`config.mk`:
```
export PLATFORM = sky130hd
export DESIGN_NAME = rcs_regs
export DESIGN_NICKNAME = d
export VERILOG_FILES = /design/src/rtl/rcs_pkg.sv /design/src/rtl/rcs_regs.sv
export SDC_FILE = /design/constraint.sdc
export NUM_CORES = 1
export LEC_CHECK = 0
export BUFFER_PORTS_ARGS = -buffer_cell sky130_fd_sc_hd__buf_2
export CAP_MARGIN = 20
export CORE_ASPECT_RATIO = 1.1
export CORE_MARGIN = 10
export CORE_UTILIZATION = 40
export CTS_CLUSTER_DIAMETER = 30
export DETAILED_ROUTE_END_ITERATION = 7
export MAX_ROUTING_LAYER = met4
export PLACE_DENSITY = 0.73
export RECOVER_POWER = 50
export SYNTH_ARGS = -nofsm -noshare
export SYNTH_HDL_FRONTEND = slang
export SYNTH_SLANG_ARGS = --single-unit
export TNS_END_PERCENT = 20
```
`constraint.sdc`:
```
create_clock -name core_clk_i -period 2.6 [get_ports core_clk_i]
set_input_delay 0.13 -clock core_clk_i [delete_from_list [all_inputs] [get_ports core_clk_i]]
set_output_delay 0.13 -clock core_clk_i [all_outputs]
set_load 0.05 [all_outputs]
```
`src/rtl/rcs_pkg.sv`:
```
// Constants for the receive control two / transmit space register bank.
// Assumes a register access port on the device system clock.
`default_nettype none
package rcs_pkg;
  // Register offsets (byte addresses of the 16-bit registers)
  localparam logic [7:0] RCS_OFF_RX_CTRL_TWO = 8'h76;
  localparam logic [7:0] RCS_OFF_TX_SPACE    = 8'h78;
  localparam logic [7:0] RCS_OFF_RESV_LO     = 8'h7A;
  localparam logic [7:0] RCS_OFF_RESV_HI     = 8'h7B;
  // Field positions in receive_control_two
  localparam int RCS_BURST_HI    = 7;
  localparam int RCS_BURST_LO    = 5;
  localparam int RCS_FRAG_BIT    = 4;
  localparam int RCS_ZERO_BIT    = 3;
  localparam int RCS_LITE_BIT    = 2;
  localparam int RCS_ICMP_BIT    = 1;
  localparam int RCS_SELF_BIT    = 0;
  // Reset values
  localparam logic [2:0] RCS_BURST_RST = 3'h0;
  localparam logic [4:0] RCS_FLAGS_RST = 5'h04;
  // Burst codes
  localparam logic [2:0] RCS_BURST_4     = 3'h0;
  localparam logic [2:0] RCS_BURST_8     = 3'h1;
  localparam logic [2:0] RCS_BURST_16    = 3'h2;
  localparam logic [2:0] RCS_BURST_32    = 3'h3;
  localparam logic [2:0] RCS_BURST_FRAME = 3'h4;
  // Burst sizes in bytes; zero means whole frame
  localparam logic [5:0] RCS_BYTES_4  = 6'h04;
  localparam logic [5:0] RCS_BYTES_8  = 6'h08;
  localparam logic [5:0] RCS_BYTES_16 = 6'h10;
  localparam logic [5:0] RCS_BYTES_32 = 6'h20;
  localparam logic [5:0] RCS_BYTES_FRAME = 6'h00;
  // Free-byte field width
  localparam int RCS_FREE_W = 13;
endpackage
`default_nettype wire

```
`src/rtl/rcs_regs.sv`:
```
// Receive control two and transmit space registers.
// Assumes a 16-bit register port and a queue unit reporting usage.
//
// What this block and its host do
// RQ1 - Burst field codes 000..100 map to 4, 8, 16, 32 bytes or a whole frame.
// RQ2 - The host never writes the reserved burst codes 101 to 111.
// RQ3 - The host sends a queue read command byte before every burst.
// RQ4 - Burst field sits in bits 7..5, is write-only and resets to zero.
// RQ5 - With fragment-pass set, fragmented UDP frames pass the checksum check.
// RQ6 - With fragment-pass clear, fragmented UDP frames are checked like others.
// RQ7 - With zero-checksum pass set, UDP frames with checksum zero are accepted.
// RQ8 - With zero-checksum pass clear, UDP frames with checksum zero are dropped.
// RQ9 - With UDP-Lite enable set (reset 1), UDP-Lite is checked and generated.
// RQ10 - With UDP-Lite enable clear, UDP-Lite passes and no checksum is generated.
// RQ11 - With ICMP check set, bad-checksum unfragmented ICMP frames are dropped.
// RQ12 - With self filter set, frames whose source is the station address drop.
// RQ13 - The transmit space register shows free bytes in bits 12..0, rest zero.
// RQ14 - Free bytes count both payload and per-frame control words.
// RQ15 - The host checks free bytes cover a whole frame before writing it.
// RQ16 - Reserved bits and the reserved range read zero and ignore writes.
`default_nettype none
module rcs_regs #(
  parameter int MEM_BYTES = 6144
) (
  input  wire logic        core_clk_i,
  input  wire logic        rst_b_i,
  // Register port
  input  wire logic        reg_wr_i,
  input  wire logic        reg_rd_i,
  input  wire logic [7:0]  reg_addr_i,
  input  wire logic [15:0] reg_wdata_i,
  output logic      [15:0] reg_rdata_o,
  // Transmit queue usage
  input  wire logic [12:0] tx_payload_used_i,
  input  wire logic [12:0] tx_ctrl_used_i,
  // Receive frame classification
  input  wire logic        rx_frame_done_i,
  input  wire logic        rx_is_udp_i,
  input  wire logic        rx_is_udp_lite_i,
  input  wire logic        rx_is_icmp_i,
  input  wire logic        rx_is_fragment_i,
  input  wire logic        rx_csum_bad_i,
  input  wire logic        rx_udp_csum_zero_i,
  input  wire logic [47:0] rx_src_addr_i,
  input  wire logic [47:0] station_address_i,
  // Transmit frame class
  input  wire logic        tx_is_udp_lite_i,
  // Results
  output logic             rx_drop_o,
  output logic             tx_lite_csum_gen_o,
  output logic      [5:0]  rx_burst_bytes_o,
  output logic             rx_burst_frame_o
);

  // Refuse memory sizes that the free-byte field cannot show
  if (MEM_BYTES < 1 || MEM_BYTES > (1 << rcs_pkg::RCS_FREE_W) - 1) begin : g_mem_check
    $error("MEM_BYTES out of range");
  end

  localparam logic [13:0] MEM_SIZE = 14'(MEM_BYTES);

  ////////////////////////////////////////////////////////////////////////////
  // Control register
  logic [2:0] burst_reg;
  logic [2:0] burst_next;
  logic [4:0] flags_reg;
  logic [4:0] flags_next;
  logic       wr_ctrl;

  assign wr_ctrl = reg_wr_i && (reg_addr_i == rcs_pkg::RCS_OFF_RX_CTRL_TWO);

  // Next values of control fields
  always_comb begin
    burst_next = burst_reg;
    flags_next = flags_reg;
    if (wr_ctrl) begin
      burst_next = reg_wdata_i[rcs_pkg::RCS_BURST_HI:rcs_pkg::RCS_BURST_LO]; // [RQ4]
      flags_next = reg_wdata_i[rcs_pkg::RCS_FRAG_BIT:rcs_pkg::RCS_SELF_BIT];
    end
  end

  // Control registers
  always_ff @(posedge core_clk_i or negedge rst_b_i) begin
    if (!rst_b_i) begin
      burst_reg <= rcs_pkg::RCS_BURST_RST; // [RQ4]
      flags_reg <= rcs_pkg::RCS_FLAGS_RST; // [RQ9]
    end else begin
      burst_reg <= burst_next;
      flags_reg <= flags_next;
    end
  end

  logic frag_pass;
  logic zero_pass;
  logic lite_en;
  logic icmp_en;
  logic self_en;
  assign frag_pass = flags_reg[rcs_pkg::RCS_FRAG_BIT];
  assign zero_pass = flags_reg[rcs_pkg::RCS_ZERO_BIT];
  assign lite_en   = flags_reg[rcs_pkg::RCS_LITE_BIT];
  assign icmp_en   = flags_reg[rcs_pkg::RCS_ICMP_BIT];
  assign self_en   = flags_reg[rcs_pkg::RCS_SELF_BIT];

  ////////////////////////////////////////////////////////////////////////////
  // Burst size decode
  logic [5:0] bytes_next;
  logic       frame_next;
  logic [5:0] bytes_reg;
  logic       frame_reg;

  // Code to byte count; reserved codes fall back to four bytes
  always_comb begin
    frame_next = 1'b0;
    case (burst_reg) // [RQ1]
      rcs_pkg::RCS_BURST_8:     bytes_next = rcs_pkg::RCS_BYTES_8;
      rcs_pkg::RCS_BURST_16:    bytes_next = rcs_pkg::RCS_BYTES_16;
      rcs_pkg::RCS_BURST_32:    bytes_next = rcs_pkg::RCS_BYTES_32;
      rcs_pkg::RCS_BURST_FRAME: begin
        bytes_next = rcs_pkg::RCS_BYTES_FRAME;
        frame_next = 1'b1;
      end
      default:                  bytes_next = rcs_pkg::RCS_BYTES_4; // [RQ2]
    endcase
  end

  ////////////////////////////////////////////////////////////////////////////
  // Receive drop decision
  logic drop_next;
  logic drop_reg;
  logic lite_gen_next;
  logic lite_gen_reg;

  // Checksum and self-address policy per finished frame
  always_comb begin
    drop_next = 1'b0;
    if (rx_frame_done_i) begin
      if (self_en && (rx_src_addr_i == station_address_i)) begin
        drop_next = 1'b1; // [RQ12]
      end else if (rx_is_udp_i && rx_is_fragment_i && frag_pass) begin
        drop_next = 1'b0; // [RQ5]
      end else if (rx_is_udp_i && rx_udp_csum_zero_i) begin
        drop_next = !zero_pass; // [RQ7] [RQ8]
      end else if (rx_is_udp_lite_i) begin
        drop_next = lite_en && rx_csum_bad_i; // [RQ9] [RQ10]
      end else if (rx_is_icmp_i) begin
        drop_next = icmp_en && !rx_is_fragment_i && rx_csum_bad_i; // [RQ11]
      end else if (rx_is_udp_i) begin
        drop_next = rx_csum_bad_i; // [RQ6]
      end
    end
    lite_gen_next = tx_is_udp_lite_i && lite_en; // [RQ9] [RQ10]
  end

  ////////////////////////////////////////////////////////////////////////////
  // Free-byte count
  logic [13:0] used_sum;
  logic [12:0] free_next;
  logic [12:0] free_reg;

  // Payload plus control words both consume memory
  always_comb begin
    used_sum = {1'b0, tx_payload_used_i} + {1'b0, tx_ctrl_used_i}; // [RQ14]
    if (used_sum >= MEM_SIZE) begin
      free_next = '0;
    end else begin
      free_next = 13'(MEM_SIZE - used_sum);
    end
  end

  // Result registers
  always_ff @(posedge core_clk_i or negedge rst_b_i) begin
    if (!rst_b_i) begin
      bytes_reg    <= rcs_pkg::RCS_BYTES_4;
      frame_reg    <= 1'b0;
      drop_reg     <= 1'b0;
      lite_gen_reg <= 1'b0;
      free_reg     <= '0;
    end else begin
      bytes_reg    <= bytes_next;
      frame_reg    <= frame_next;
      drop_reg     <= drop_next;
      lite_gen_reg <= lite_gen_next;
      free_reg     <= free_next; // [RQ13]
    end
  end

  assign rx_burst_bytes_o   = bytes_reg;
  assign rx_burst_frame_o   = frame_reg;
  assign rx_drop_o          = drop_reg;
  assign tx_lite_csum_gen_o = lite_gen_reg;

  ////////////////////////////////////////////////////////////////////////////
  // Read data
  logic [15:0] rdata_next;
  logic [15:0] rdata_reg;

  // Burst field is write-only and reads zero
  always_comb begin
    rdata_next = '0;
    if (reg_rd_i && reg_addr_i == rcs_pkg::RCS_OFF_RX_CTRL_TWO) begin
      rdata_next = {11'h000, flags_reg}; // [RQ16]
    end else if (reg_rd_i && reg_addr_i == rcs_pkg::RCS_OFF_TX_SPACE) begin
      rdata_next = {3'h0, free_reg}; // [RQ13]
    end else if (reg_rd_i && (reg_addr_i == rcs_pkg::RCS_OFF_RESV_LO ||
                              reg_addr_i == rcs_pkg::RCS_OFF_RESV_HI)) begin
      rdata_next = '0; // [RQ16]
    end
  end

  // Read data register
  always_ff @(posedge core_clk_i or negedge rst_b_i) begin
    if (!rst_b_i) begin
      rdata_reg <= '0;
    end else begin
      rdata_reg <= rdata_next;
    end
  end

  assign reg_rdata_o = rdata_reg;
endmodule
`default_nettype wire

```
==> flow_metrics.env, run 1 <==
export IMPL_synth_async_reset_ratio=1.00
export IMPL_synthTopCellsByArea="dfrtp_1 31%, xor2_1 8.7%, xnor2_1 7.3%"
export IMPL_cpPeakStageDelay_ns=0.47
export IMPL_grt_ovfl_total=0
export IMPL_die_h_microns=112
export IMPL_dpl_hpwl_microns=8430
export IMPL_cts_tree="done"
export IMPL_core_area_sq_um=7510
export IMPL_whs_ns=0.0588
export IMPL_register_area_sq_um=1030
export IMPL_path_cells="buf_2, ha_1, inv_1, fa_1, nor2b_2, o211a_1, o311ai_1, and4bb_1, or4b_1, or3_1, a211oi_2"
export IMPL_crit_fanout=4
export IMPL_clkTransAtPathRegs_ns=0.07
export IMPL_die_area_sq_um=11700
export IMPL_required_ns=2.80
export IMPL_vias=3064
export IMPL_die_x_microns=104
export IMPL_clk_latency_ns=0.28
export IMPL_area_growth_pct=37.7
export IMPL_antenna_left=0
export IMPL_totalWireLength_microns=9550
export IMPL_h_tree_depth=2
export IMPL_violations="capacitance limit, slew limit"
export IMPL_vdd_ir_drop_max_uv=260
export IMPL_nets=691
export IMPL_synth_top_area_frac=0.314
export IMPL_port_buffers=169
export IMPL_leakagePower_nw=2.13
export IMPL_synth_common_cells="39 x dfrtp_1, 31 x xor2_1, 26 x xnor2_1, 19 x inv_1"
export IMPL_slew_headroom=-0.328
export IMPL_ys_ff_latch=41
export IMPL_yosysWarningCount=0
export IMPL_status="finished, violations left"
export IMPL_num_antenna_cells=0
export IMPL_grt_max_degree=42
export IMPL_worstSetupPathType="primary input to flop"
export IMPL_yosysSeqAreaShare=0.331
export IMPL_yosys_cell_types_count=58
export IMPL_synth_edf_count=0
export IMPL_setup_tns_final_ns=0
export IMPL_ios=183
export IMPL_clockBufferDepth=2
export IMPL_arrival_ns=2.62
export IMPL_avgSynthCellArea_sq_um=9.44
export IMPL_grt_setup_unrepaired="no"
export IMPL_finalClockSkew_ns=0.00502
export IMPL_ys_dominant_reg_cell="dfrtp_1"
export IMPL_fillerInstances=725
export IMPL_yosysMostFrequentCell="dfrtp_1"
export IMPL_powerDensity_nw_per_um2=432
export IMPL_min_path_type="primary input to flop"
export IMPL_netlist_area_sq_um=3110
export IMPL_start_util=0.413
export IMPL_antenna_found_initial=0
export IMPL_multiInputGateArea_sq_um=1920
export IMPL_max_slew_worst_pin_slew_ns=1.99
export IMPL_grt_pass1_wl_microns=15500
export IMPL_postLayoutCoreUtil=0.569
export IMPL_cts_sinks=41
export IMPL_max_freq_mhz=413
export IMPL_drive_gt1_frac=0.372
export IMPL_finalSetupViolCount=0
export IMPL_cts_root_buf="clkbuf_8"
export IMPL_yosysTopAreaCell="dfrtp_1"
export IMPL_cts_resized=0
export IMPL_drtIter0Drc=94
export IMPL_period_minus_slack_ns=2.42
export IMPL_synthCells=329
export IMPL_track_usage=0.162
export IMPL_cts_buffers=5
export IMPL_gp_congestion=0.890
export IMPL_drc=0
export IMPL_fin_crit_sh=0.930
export IMPL_critPathSlowestCell="or4b_1"
export IMPL_finalHoldViolCount=0
export IMPL_first_pass_iters=4
export IMPL_slew_violations=42
export IMPL_wl_per_cell_microns=15.3
export IMPL_routed_via_density=4.91
export IMPL_rows=33
export IMPL_grt_pass1_vias=3308
export IMPL_cp_start_kind="primary input"
export IMPL_endpoint_kind="flop"
export IMPL_cap_violations=1
critical path: cells and delay by family:
kind / cells / cell delay, ns
adder cells (fa/ha/maj): 2 / 0.54
AND/OR/NAND/NOR: 4 / 1.30
AO/OA/AOI/OAI: 3 / 0.51
buffers and inverters: 2 / 0.13
area by class of cell:
class | instances | area share
multi-input cells | 257 | 0.448
flip-flops and latches | 41 | 0.241
repair buffers | 194 | 0.236
well taps | 105 | 0.0307
clock buffers | 6 | 0.0193
inverters | 19 | 0.0167
clock inverters | 2 | 0.00878
cells by family (layout without fill, tap and decap cells):
family / Yosys count / after routing / share of synthesized area
other: 1 / 5 / 0.00121
muxes: 12 / 12 / 0.0419
buffers and inverters: 35 / 221 / 0.0572
and+or+nand+nor: 105 / 105 / 0.195
xor gates and xnor gates: 57 / 57 / 0.161
DFF: 41 / 41 / 0.331
adders and majority gates: 15 / 15 / 0.0629
AOI/OAI and AO/OA: 63 / 63 / 0.149
timing repair:
item,4_1_cts,5_1_grt
hold endpoints to repair,39,0
hold buffers,1,0
buffers inserted,0,0
layout by cell type, fill, tap and decap left out, types with 5 or more instances in the layout:
cell / Yosys / routed
nor4_1: 10 / 10
inv_1: 19 / 19
dfrtp_1: 39 / 39
nor2_1: 12 / 12
nor3_1: 12 / 12
nand2_1: 15 / 15
and2_1: 11 / 6
and2_0: 0 / 5
xnor2_1: 26 / 26
buf_2: 4 / 149
a21oi_1: 15 / 15
xor2_1: 31 / 31
a211oi_1: 6 / 6
mux2_2: 8 / 8
nand3_1: 5 / 5
clkbuf_1: 4 / 21
clkbuf_8: 0 / 6
ha_1: 14 / 14
buf_4: 5 / 23
conb_1: 1 / 5
a22o_1: 5 / 5
nand4_1: 9 / 9
o21ai_0: 10 / 10
final timing paths:
check / from / endpoint / slack (ns) / cells past startpoint
setup reg to reg: flags_reg[1]$_DFFE_PN0P_ / rx_drop_o$_DFF_PN0_ / 1.21 / 7
hold / removal: tx_is_udp_lite_i / tx_lite_csum_gen_o$_DFF_PN0_ / 0.06 / 2
hold reg to reg: free_reg[8]$_DFF_PN0_ / reg_rdata_o[8]$_DFF_PN0_ / 0.45 / 1
max in group asynchronous: rst_b_i / free_reg[3]$_DFF_PN0_ / 0.51 / 2
min in group asynchronous: rst_b_i / rx_burst_bytes_o[4]$_DFF_PN0_ / 0.95 / 2
setup / recovery: tx_payload_used_i[0] / free_reg[11]$_DFF_PN0_ / 0.18 / 11
through the flow:
stage	setup WS, ns	cells	total power [mW]	cell area (sq um)
floorplan	0.0113	333	1.09	3120
global placement	-0.0760	615	1.32	4180
detailed placement	-0.119	615	1.34	4180
CTS	0.185	624	1.87	4310
global route	0.00165	624	1.97	4280
finish	0.181	624	1.85	4280
routing by layer:
| layer | vias up | global-route usage | wire, microns |
|---|---|---|---|
| met1 | 1421 | 0.184 | 3960 |
| li1 | 1551 | - | - |
| met3 | 6 | 0.0269 | 352 |
| met4 | 0 | 0.0232 | 59 |
| met2 | 86 | 0.297 | 5170 |
| met5 | - | - | 0 |
report_power, final:
group          internal, mW  switching, mW
Combinational         0.308          0.326
Clock                 0.312          0.204
Sequential            0.683         0.0149
Total                  1.30          0.545
Power figures use the tool's default switching activity.
==> inputs of run 2 (changes only) <==
Settings changed: ABC_AREA from default to 1.
==> run 2 against run 1 <==
Compared with the run above:
- the run now ends clean
- combinational power decreased by 8.0%
- cell count increased by 20%
- core utilization decreased by 2.7 points
- clock skew increased by 0.0023 ns
- wire length increased by 7.0%
- register-to-register slack improved by 0.27 ns
- highest routed layer unchanged
==> flow_metrics.env, run 2 <==
export IMPL_grt_pass1_vias=3564
export IMPL_rr_worst_depth=4
export IMPL_max_slew_worst_pin_slew_ns=0.846
export IMPL_cts_root_buf="clkbuf_8"
export IMPL_endpoint_kind="flop"
export IMPL_synth_top_area_frac=0.301
export IMPL_antenna_found_initial=0
export IMPL_clk_latency_ns=0.29
export IMPL_regToRegSetupSlack_ns=1.48
export IMPL_yosysWarningCount=0
export IMPL_required_ns=2.78
export IMPL_wl_per_cell_microns=13.7
export IMPL_status="completed"
export IMPL_cts_sinks=41
export IMPL_highest_layer="met4"
export IMPL_die_area_sq_um=12100
export IMPL_clockBufferDepth=2
export IMPL_grt_max_degree=42
export IMPL_h_tree_depth=2
export IMPL_fillerInstances=805
export IMPL_cp_start_kind="primary input"
export IMPL_num_antenna_cells=0
export IMPL_fin_area_sq_um=4290
export IMPL_wl_met2_microns=5090
export IMPL_synth_edf_count=0
export IMPL_total_power_mw=1.81
export IMPL_r2r_end="rx_drop_o$_DFF_PN0_"
export IMPL_holdPathStages=3
export IMPL_ys_ff_latch=41
export IMPL_max_freq_mhz=528
export IMPL_min_from="tx_is_udp_lite_i"
export IMPL_vdd_ir_drop_max_uv=204
export IMPL_finalClockSkew_ns=0.00732
export IMPL_avgSynthCellArea_sq_um=6.95
export IMPL_yosysTopAreaCell="dfrtp_1"
export IMPL_track_usage=0.169
export IMPL_synth_async_reset_ratio=1.00
export IMPL_powerDensity_nw_per_um2=422
export IMPL_yosys_cell_types_count=42
export IMPL_start_util=0.409
export IMPL_clkTransAtPathRegs_ns=0.08
export IMPL_period_minus_slack_ns=1.89
export IMPL_finalSetupViolCount=0
export IMPL_cts_tree="done"
export IMPL_gp_congestion=0.909
export IMPL_wl_met1_microns=4310
export IMPL_hold_path_end="tx_lite_csum_gen_o$_DFF_PN0_"
export IMPL_cts_buffers=5
export IMPL_grt_setup_unrepaired="no"
export IMPL_wl_met3_microns=625
export IMPL_dpl_hpwl_microns=8980
export IMPL_core_area_sq_um=7910
export IMPL_rows=34
export IMPL_drtIter0Drc=111
export IMPL_worstSetupPathType="primary input to flop"
export IMPL_ios=183
export IMPL_yosysMostFrequentCell="nand2_1"
export IMPL_drive_gt1_frac=0.298
export IMPL_netlist_area_sq_um=3240
export IMPL_totalWireLength_microns=10200
export IMPL_cap_violations=0
export IMPL_yosysSeqAreaShare=0.317
export IMPL_placed_cells=739
export IMPL_first_pass_iters=5
export IMPL_synth_common_cells="115 x nand2_1, 85 x inv_1, 45 x nor2_1, 39 x dfrtp_1, 32 x nand3_1"
export IMPL_leakagePower_nw=2.47
export IMPL_cts_setup_buffers=0
export IMPL_die_x_microns=106
export IMPL_fin_crit_sh=0.728
export IMPL_synthCells=466
export IMPL_area_growth_pct=32.3
export IMPL_min_path_type="primary input to flop"
export IMPL_final_cells=748
export IMPL_nets=812
export IMPL_drc=0
export IMPL_arrival_ns=2.07
export IMPL_synthTopCellsByArea="dfrtp_1 30%, nand2_1 13%, inv_1 9.8%"
export IMPL_port_buffers=169
export IMPL_final_common_cell="buf_2"
export IMPL_die_h_microns=114
export IMPL_slew_violations=0
export IMPL_grt_ovfl_total=0
export IMPL_grt_pass1_wl_microns=16600
export IMPL_place_area_sq_um=4180
export IMPL_routed_via_density=4.71
export IMPL_r2r_start="flags_reg[2]$_DFFE_PN1P_"
export IMPL_finalHoldViolCount=0
export IMPL_crit_fanout=4
export IMPL_vias=3520
export IMPL_setup_tns_final_ns=0
export IMPL_slew_headroom=0.436
export IMPL_antenna_left=0
export IMPL_ys_dominant_reg_cell="dfrtp_1"
export IMPL_mostFrequentLayoutCells="149 x buf_2, 115 x nand2_1, 85 x inv_1"
run 2: cell count changes after synthesis, moves of 19 or more:
| cell | previous run | this run |
|---|---|---|
| inv_1 | 19 | 85 |
| nand2_1 | 15 | 115 |
| xor2_1 | 31 | 12 |
| nand3_1 | 5 | 32 |
| nor2_1 | 12 | 45 |
| xnor2_1 | 26 | 6 |
run 2: area by class of cell:
type | count | area (sq um) | share of cell area
flip-flops and latches | 41 | 1030 | 0.240
repair buffers | 171 | 838 | 0.196
well taps | 108 | 135 | 0.0315
clock inverters | 2 | 37.5 | 0.00876
multi-input cells | 333 | 1840 | 0.429
inverters | 87 | 327 | 0.0762
clock buffers | 6 | 82.6 | 0.0193
run 2: cell families after synthesis:
family,after synthesis,share of synthesized area
simple gates,238,0.325
buf+inv,96,0.120
compound gates,51,0.100
flops,41,0.317
xor+xnor,20,0.0622
fa+ha+maj,15,0.0603
mux,4,0.0139
other cells,1,0.00116
run 2: worst max-delay path, stage by stage:
cell	delay, ns
buf_2	0.08
ha_1	0.21
inv_1	0.07
fa_1	0.51
ha_1	0.18
inv_1	0.06
a21oi_2	0.12
nand3_1	0.15
nor2_2	0.14
nand3_2	0.10
nor2_4	0.13
nand3_1	0.08
nand2_1	0.08
a21oi_2	0.05
run 2: layer usage:
layer / vias up / track usage
li1: 1816 / -
met1: 1547 / 0.184
met2: 139 / 0.302
met3: 18 / 0.0355
met4: 0 / 0.0461
met5: - / -
run 2: how the worst max path moves through the flow:
| stage | slack [ns] | startpoint | endpoint |
|---|---|---|---|
| final | 0.71 | tx_payload_used_i[0] | free_reg[10]$_DFF_PN0_ |
| after global routing | 0.46 | tx_payload_used_i[0] | free_reg[7]$_DFF_PN0_ |
| after CTS | 0.69 | tx_payload_used_i[0] | free_reg[10]$_DFF_PN0_ |
| after detailed placement | 0.38 | tx_payload_used_i[0] | free_reg[10]$_DFF_PN0_ |
| after global placement | 0.45 | tx_payload_used_i[0] | free_reg[10]$_DFF_PN0_ |
| after floorplan | 0.67 | tx_payload_used_i[0] | free_reg[10]$_DFF_PN0_ |
run 2: stage by stage:
step | setup slack, ns | hold slack (ns) | utilization
6_report | 0.707 | 0.0251 | 0.542
5_1_grt | 0.465 | 0.0236 | 0.542
4_1_cts | 0.691 | 0.0167 | 0.545
3_5_place_dp | 0.381 | 0.291 | 0.528
3_3_place_gp | 0.455 | 0.279 | 0.528
2_1_floorplan | 0.665 | -0.166 | -
run 2: power by group:
group / leakage (nW) / switching, mW / total, mW / internal, mW
Sequential: 0.532 / 0.0151 / 0.701 / 0.685
Clock: 0.0574 / 0.213 / 0.525 / 0.312
Combinational: 1.88 / 0.343 / 0.583 / 0.240
run 2: what timing repair did:
item                                   CTS  global route
endpoints found under the hold margin   39             0
hold buffers                             1             0
gates resized for setup                  0             0
==> inputs of run 3 (changes only) <==
Settings changed: ABC_AREA 1 to 0, PLACE_DENSITY 0.73 to 0.76.
Clock period 2.6 ns to 1.52 ns, I/O delays scaled along.
==> run 3 against run 2 <==
Compared with the run above:
- the flow now finishes with violations (setup timing)
- design area up 11%
- power up 86%
- first-iteration DRC count down 41%
- non-clock buffer count up 58
- sequential power up 71%
- wire length down 0.63%
- setup slack worse by 1.4 ns
- global-route usage up 0.44 points
- sequential share of layout area down 2.3 points
- via count down 9.2%
- clock-buffer cell count up 1
- highest routed layer unchanged
==> flow_metrics.env, run 3 (synthesized netlist as in run 1, its figures left out) <==
export IMPL_leakagePower_nw=2.42
export IMPL_wl_per_cell_microns=15.4
export IMPL_place_area_sq_um=4470
export IMPL_start_util=0.413
export IMPL_drive_gt1_frac=0.487
export IMPL_finalSetupViolCount=13
export IMPL_nets=726
export IMPL_core_area_sq_um=7510
export IMPL_track_usage=0.173
export IMPL_fin_area_sq_um=4750
export IMPL_endpoint_kind="flop"
export IMPL_final_cells=659
export IMPL_drtIter0Drc=66
export IMPL_crit_family="simple AND/OR/NAND/NOR gates"
export IMPL_r2r_start="flags_reg[1]$_DFFE_PN0P_"
export IMPL_final_common_cell="buf_2"
export IMPL_setup_ws_ns=-0.675
export IMPL_finalHoldViolCount=0
export IMPL_powerDensity_nw_per_um2=710
export IMPL_port_buffers=169
export IMPL_ios=183
export IMPL_rows=33
export IMPL_regToRegSetupSlack_ns=0.12
export IMPL_cpPeakStageDelay_ns=0.55
export IMPL_cts_buffers=5
export IMPL_vias=3196
export IMPL_period_minus_slack_ns=2.19
export IMPL_die_x_microns=104
export IMPL_min_path_type="primary input to flop"
export IMPL_die_h_microns=112
export IMPL_grt_pass1_vias=3492
export IMPL_max_freq_mhz=456
export IMPL_required_ns=1.72
export IMPL_preCtsSetupSlack_ns=-1.10
export IMPL_placed_cells=641
export IMPL_cts_root_buf="clkbuf_8"
export IMPL_first_pass_iters=5
export IMPL_hold_path_end="tx_lite_csum_gen_o$_DFF_PN0_"
export IMPL_antenna_found_initial=0
export IMPL_clockBufferDepth=2
export IMPL_h_tree_depth=2
export IMPL_grt_ovfl_total=0
export IMPL_critPathBufInv=1
export IMPL_gp_congestion=0.918
export IMPL_grt_setup_unrepaired="yes"
export IMPL_drc=0
export IMPL_routed_via_density=4.85
export IMPL_die_area_sq_um=11700
export IMPL_rr_worst_depth=7
export IMPL_cp_start_kind="primary input"
export IMPL_totalWireLength_microns=10200
export IMPL_slew_violations=0
export IMPL_critPathSlowestCell="or4b_4"
export IMPL_slew_headroom=0.422
export IMPL_area_growth_pct=52.9
export IMPL_antenna_left=0
export IMPL_num_antenna_cells=0
export IMPL_holdPathStages=2
export IMPL_cts_sinks=41
export IMPL_finalClockSkew_ns=0.00338
export IMPL_arrival_ns=2.40
export IMPL_min_from="tx_is_udp_lite_i"
export IMPL_cts_tree="done"
export IMPL_mostFrequentLayoutCells="166 x buf_2, 55 x buf_4, 39 x dfrtp_1"
export IMPL_cap_violations=0
export IMPL_max_slew_worst_pin_slew_ns=0.866
export IMPL_total_power_mw=3.37
export IMPL_grt_pass1_wl_microns=16500
export IMPL_grt_max_degree=19
export IMPL_path_cells="buf_2, ha_1, a21o_1, a2bb2oi_4, mux2i_1, nand4b_1, or4b_4, or3_4, a211oi_2"
export IMPL_clk_latency_ns=0.29
export IMPL_status="finished, violations left"
export IMPL_crit_fanout=4
export IMPL_clkTransAtPathRegs_ns=0.07
export IMPL_vdd_ir_drop_max_uv=429
export IMPL_violations="setup timing"
export IMPL_r2r_end="rx_drop_o$_DFF_PN0_"
export IMPL_dpl_hpwl_microns=8790
export IMPL_worstSetupPathType="primary input to flop"
export IMPL_fin_crit_sh=1.44
run 3: cell types whose count changed in the layout (fill, tap and decap cells not counted), sizes merged, moves of 10 or more:
cell    before  now
clkbuf      26   10
inv         87   19
xor2        13   31
nand3       34    5
nor2        52   12
and2         1   11
o22ai       13    1
nand2      123   15
xnor2        7   26
buf        150  224
run 3: timing repair:
item                       in CTS  in global routing
hold endpoints to repair       16                  1
gates resized for setup        14                  4
buffers inserted                6                  1
pin swaps                      16                  3
setup endpoints to repair      13                 14
hold buffers                    1                  1
gates cloned                    1                  0
run 3: metrics by stage:
| stage | hold WS (ns) | setup TNS [ns] | util |
|---|---|---|---|
| final | 0.0125 | -6.81 | 0.632 |
| after global routing | 0.0123 | -8.44 | 0.632 |
| after CTS | 0.00366 | -6.64 | 0.627 |
| after detailed placement | 0.0138 | -12.49 | 0.595 |
| after global placement | 0.00787 | -11.83 | 0.595 |
| after floorplan | -0.220 | -8.87 | - |
run 3: worst reg2reg max path, stage by stage, from the launching register on:
cell and delay, ns:
dfrtp_1 0.40, nor2b_1 0.14, mux2i_1 0.11, o21ai_0 0.08, nand2_1 0.09, o22a_1 0.13
a21oi_1 0.04, o31a_1 0.30
run 3: area by class of cell:
| type | count | area [sq um] |
|---|---|---|
| clock buffers | 7 | 86.3 |
| clock inverters | 1 | 30.0 |
| fillers | 662 | 2770 |
| inverters | 19 | 71.3 |
| multi-input cells | 257 | 2080 |
| flip-flops and latches | 41 | 1030 |
| well taps | 105 | 131 |
| repair buffers | 229 | 1320 |
run 3: worst max-delay path by stage:
| stage | startpoint | endpoint | slack (ns) | cells after the start |
|---|---|---|---|---|
| 4_1_cts | tx_payload_used_i[1] | free_reg[11]$_DFF_PN0_ | -0.66 | 9 |
| 5_1_grt | tx_payload_used_i[0] | free_reg[11]$_DFF_PN0_ | -0.79 | 11 |
| 6_report | tx_payload_used_i[1] | free_reg[11]$_DFF_PN0_ | -0.67 | 9 |
| 3_5_place_dp | tx_payload_used_i[0] | free_reg[11]$_DFF_PN0_ | -1.10 | 11 |
| 3_3_place_gp | tx_payload_used_i[0] | free_reg[11]$_DFF_PN0_ | -1.05 | 11 |
| 2_1_floorplan | tx_payload_used_i[0] | free_reg[11]$_DFF_PN0_ | -0.92 | 10 |
run 3: where the power goes:
part / switching [mW] / internal [mW]
Combinational: 0.625 / 0.678
Sequential: 0.0277 / 1.17
Clock: 0.334 / 0.535
run 3: metal layers:
metal  track usage  wire [microns]
met1         0.199            4290
met3        0.0269             342
met2         0.312            5410
met5             -               0
met4        0.0334             112
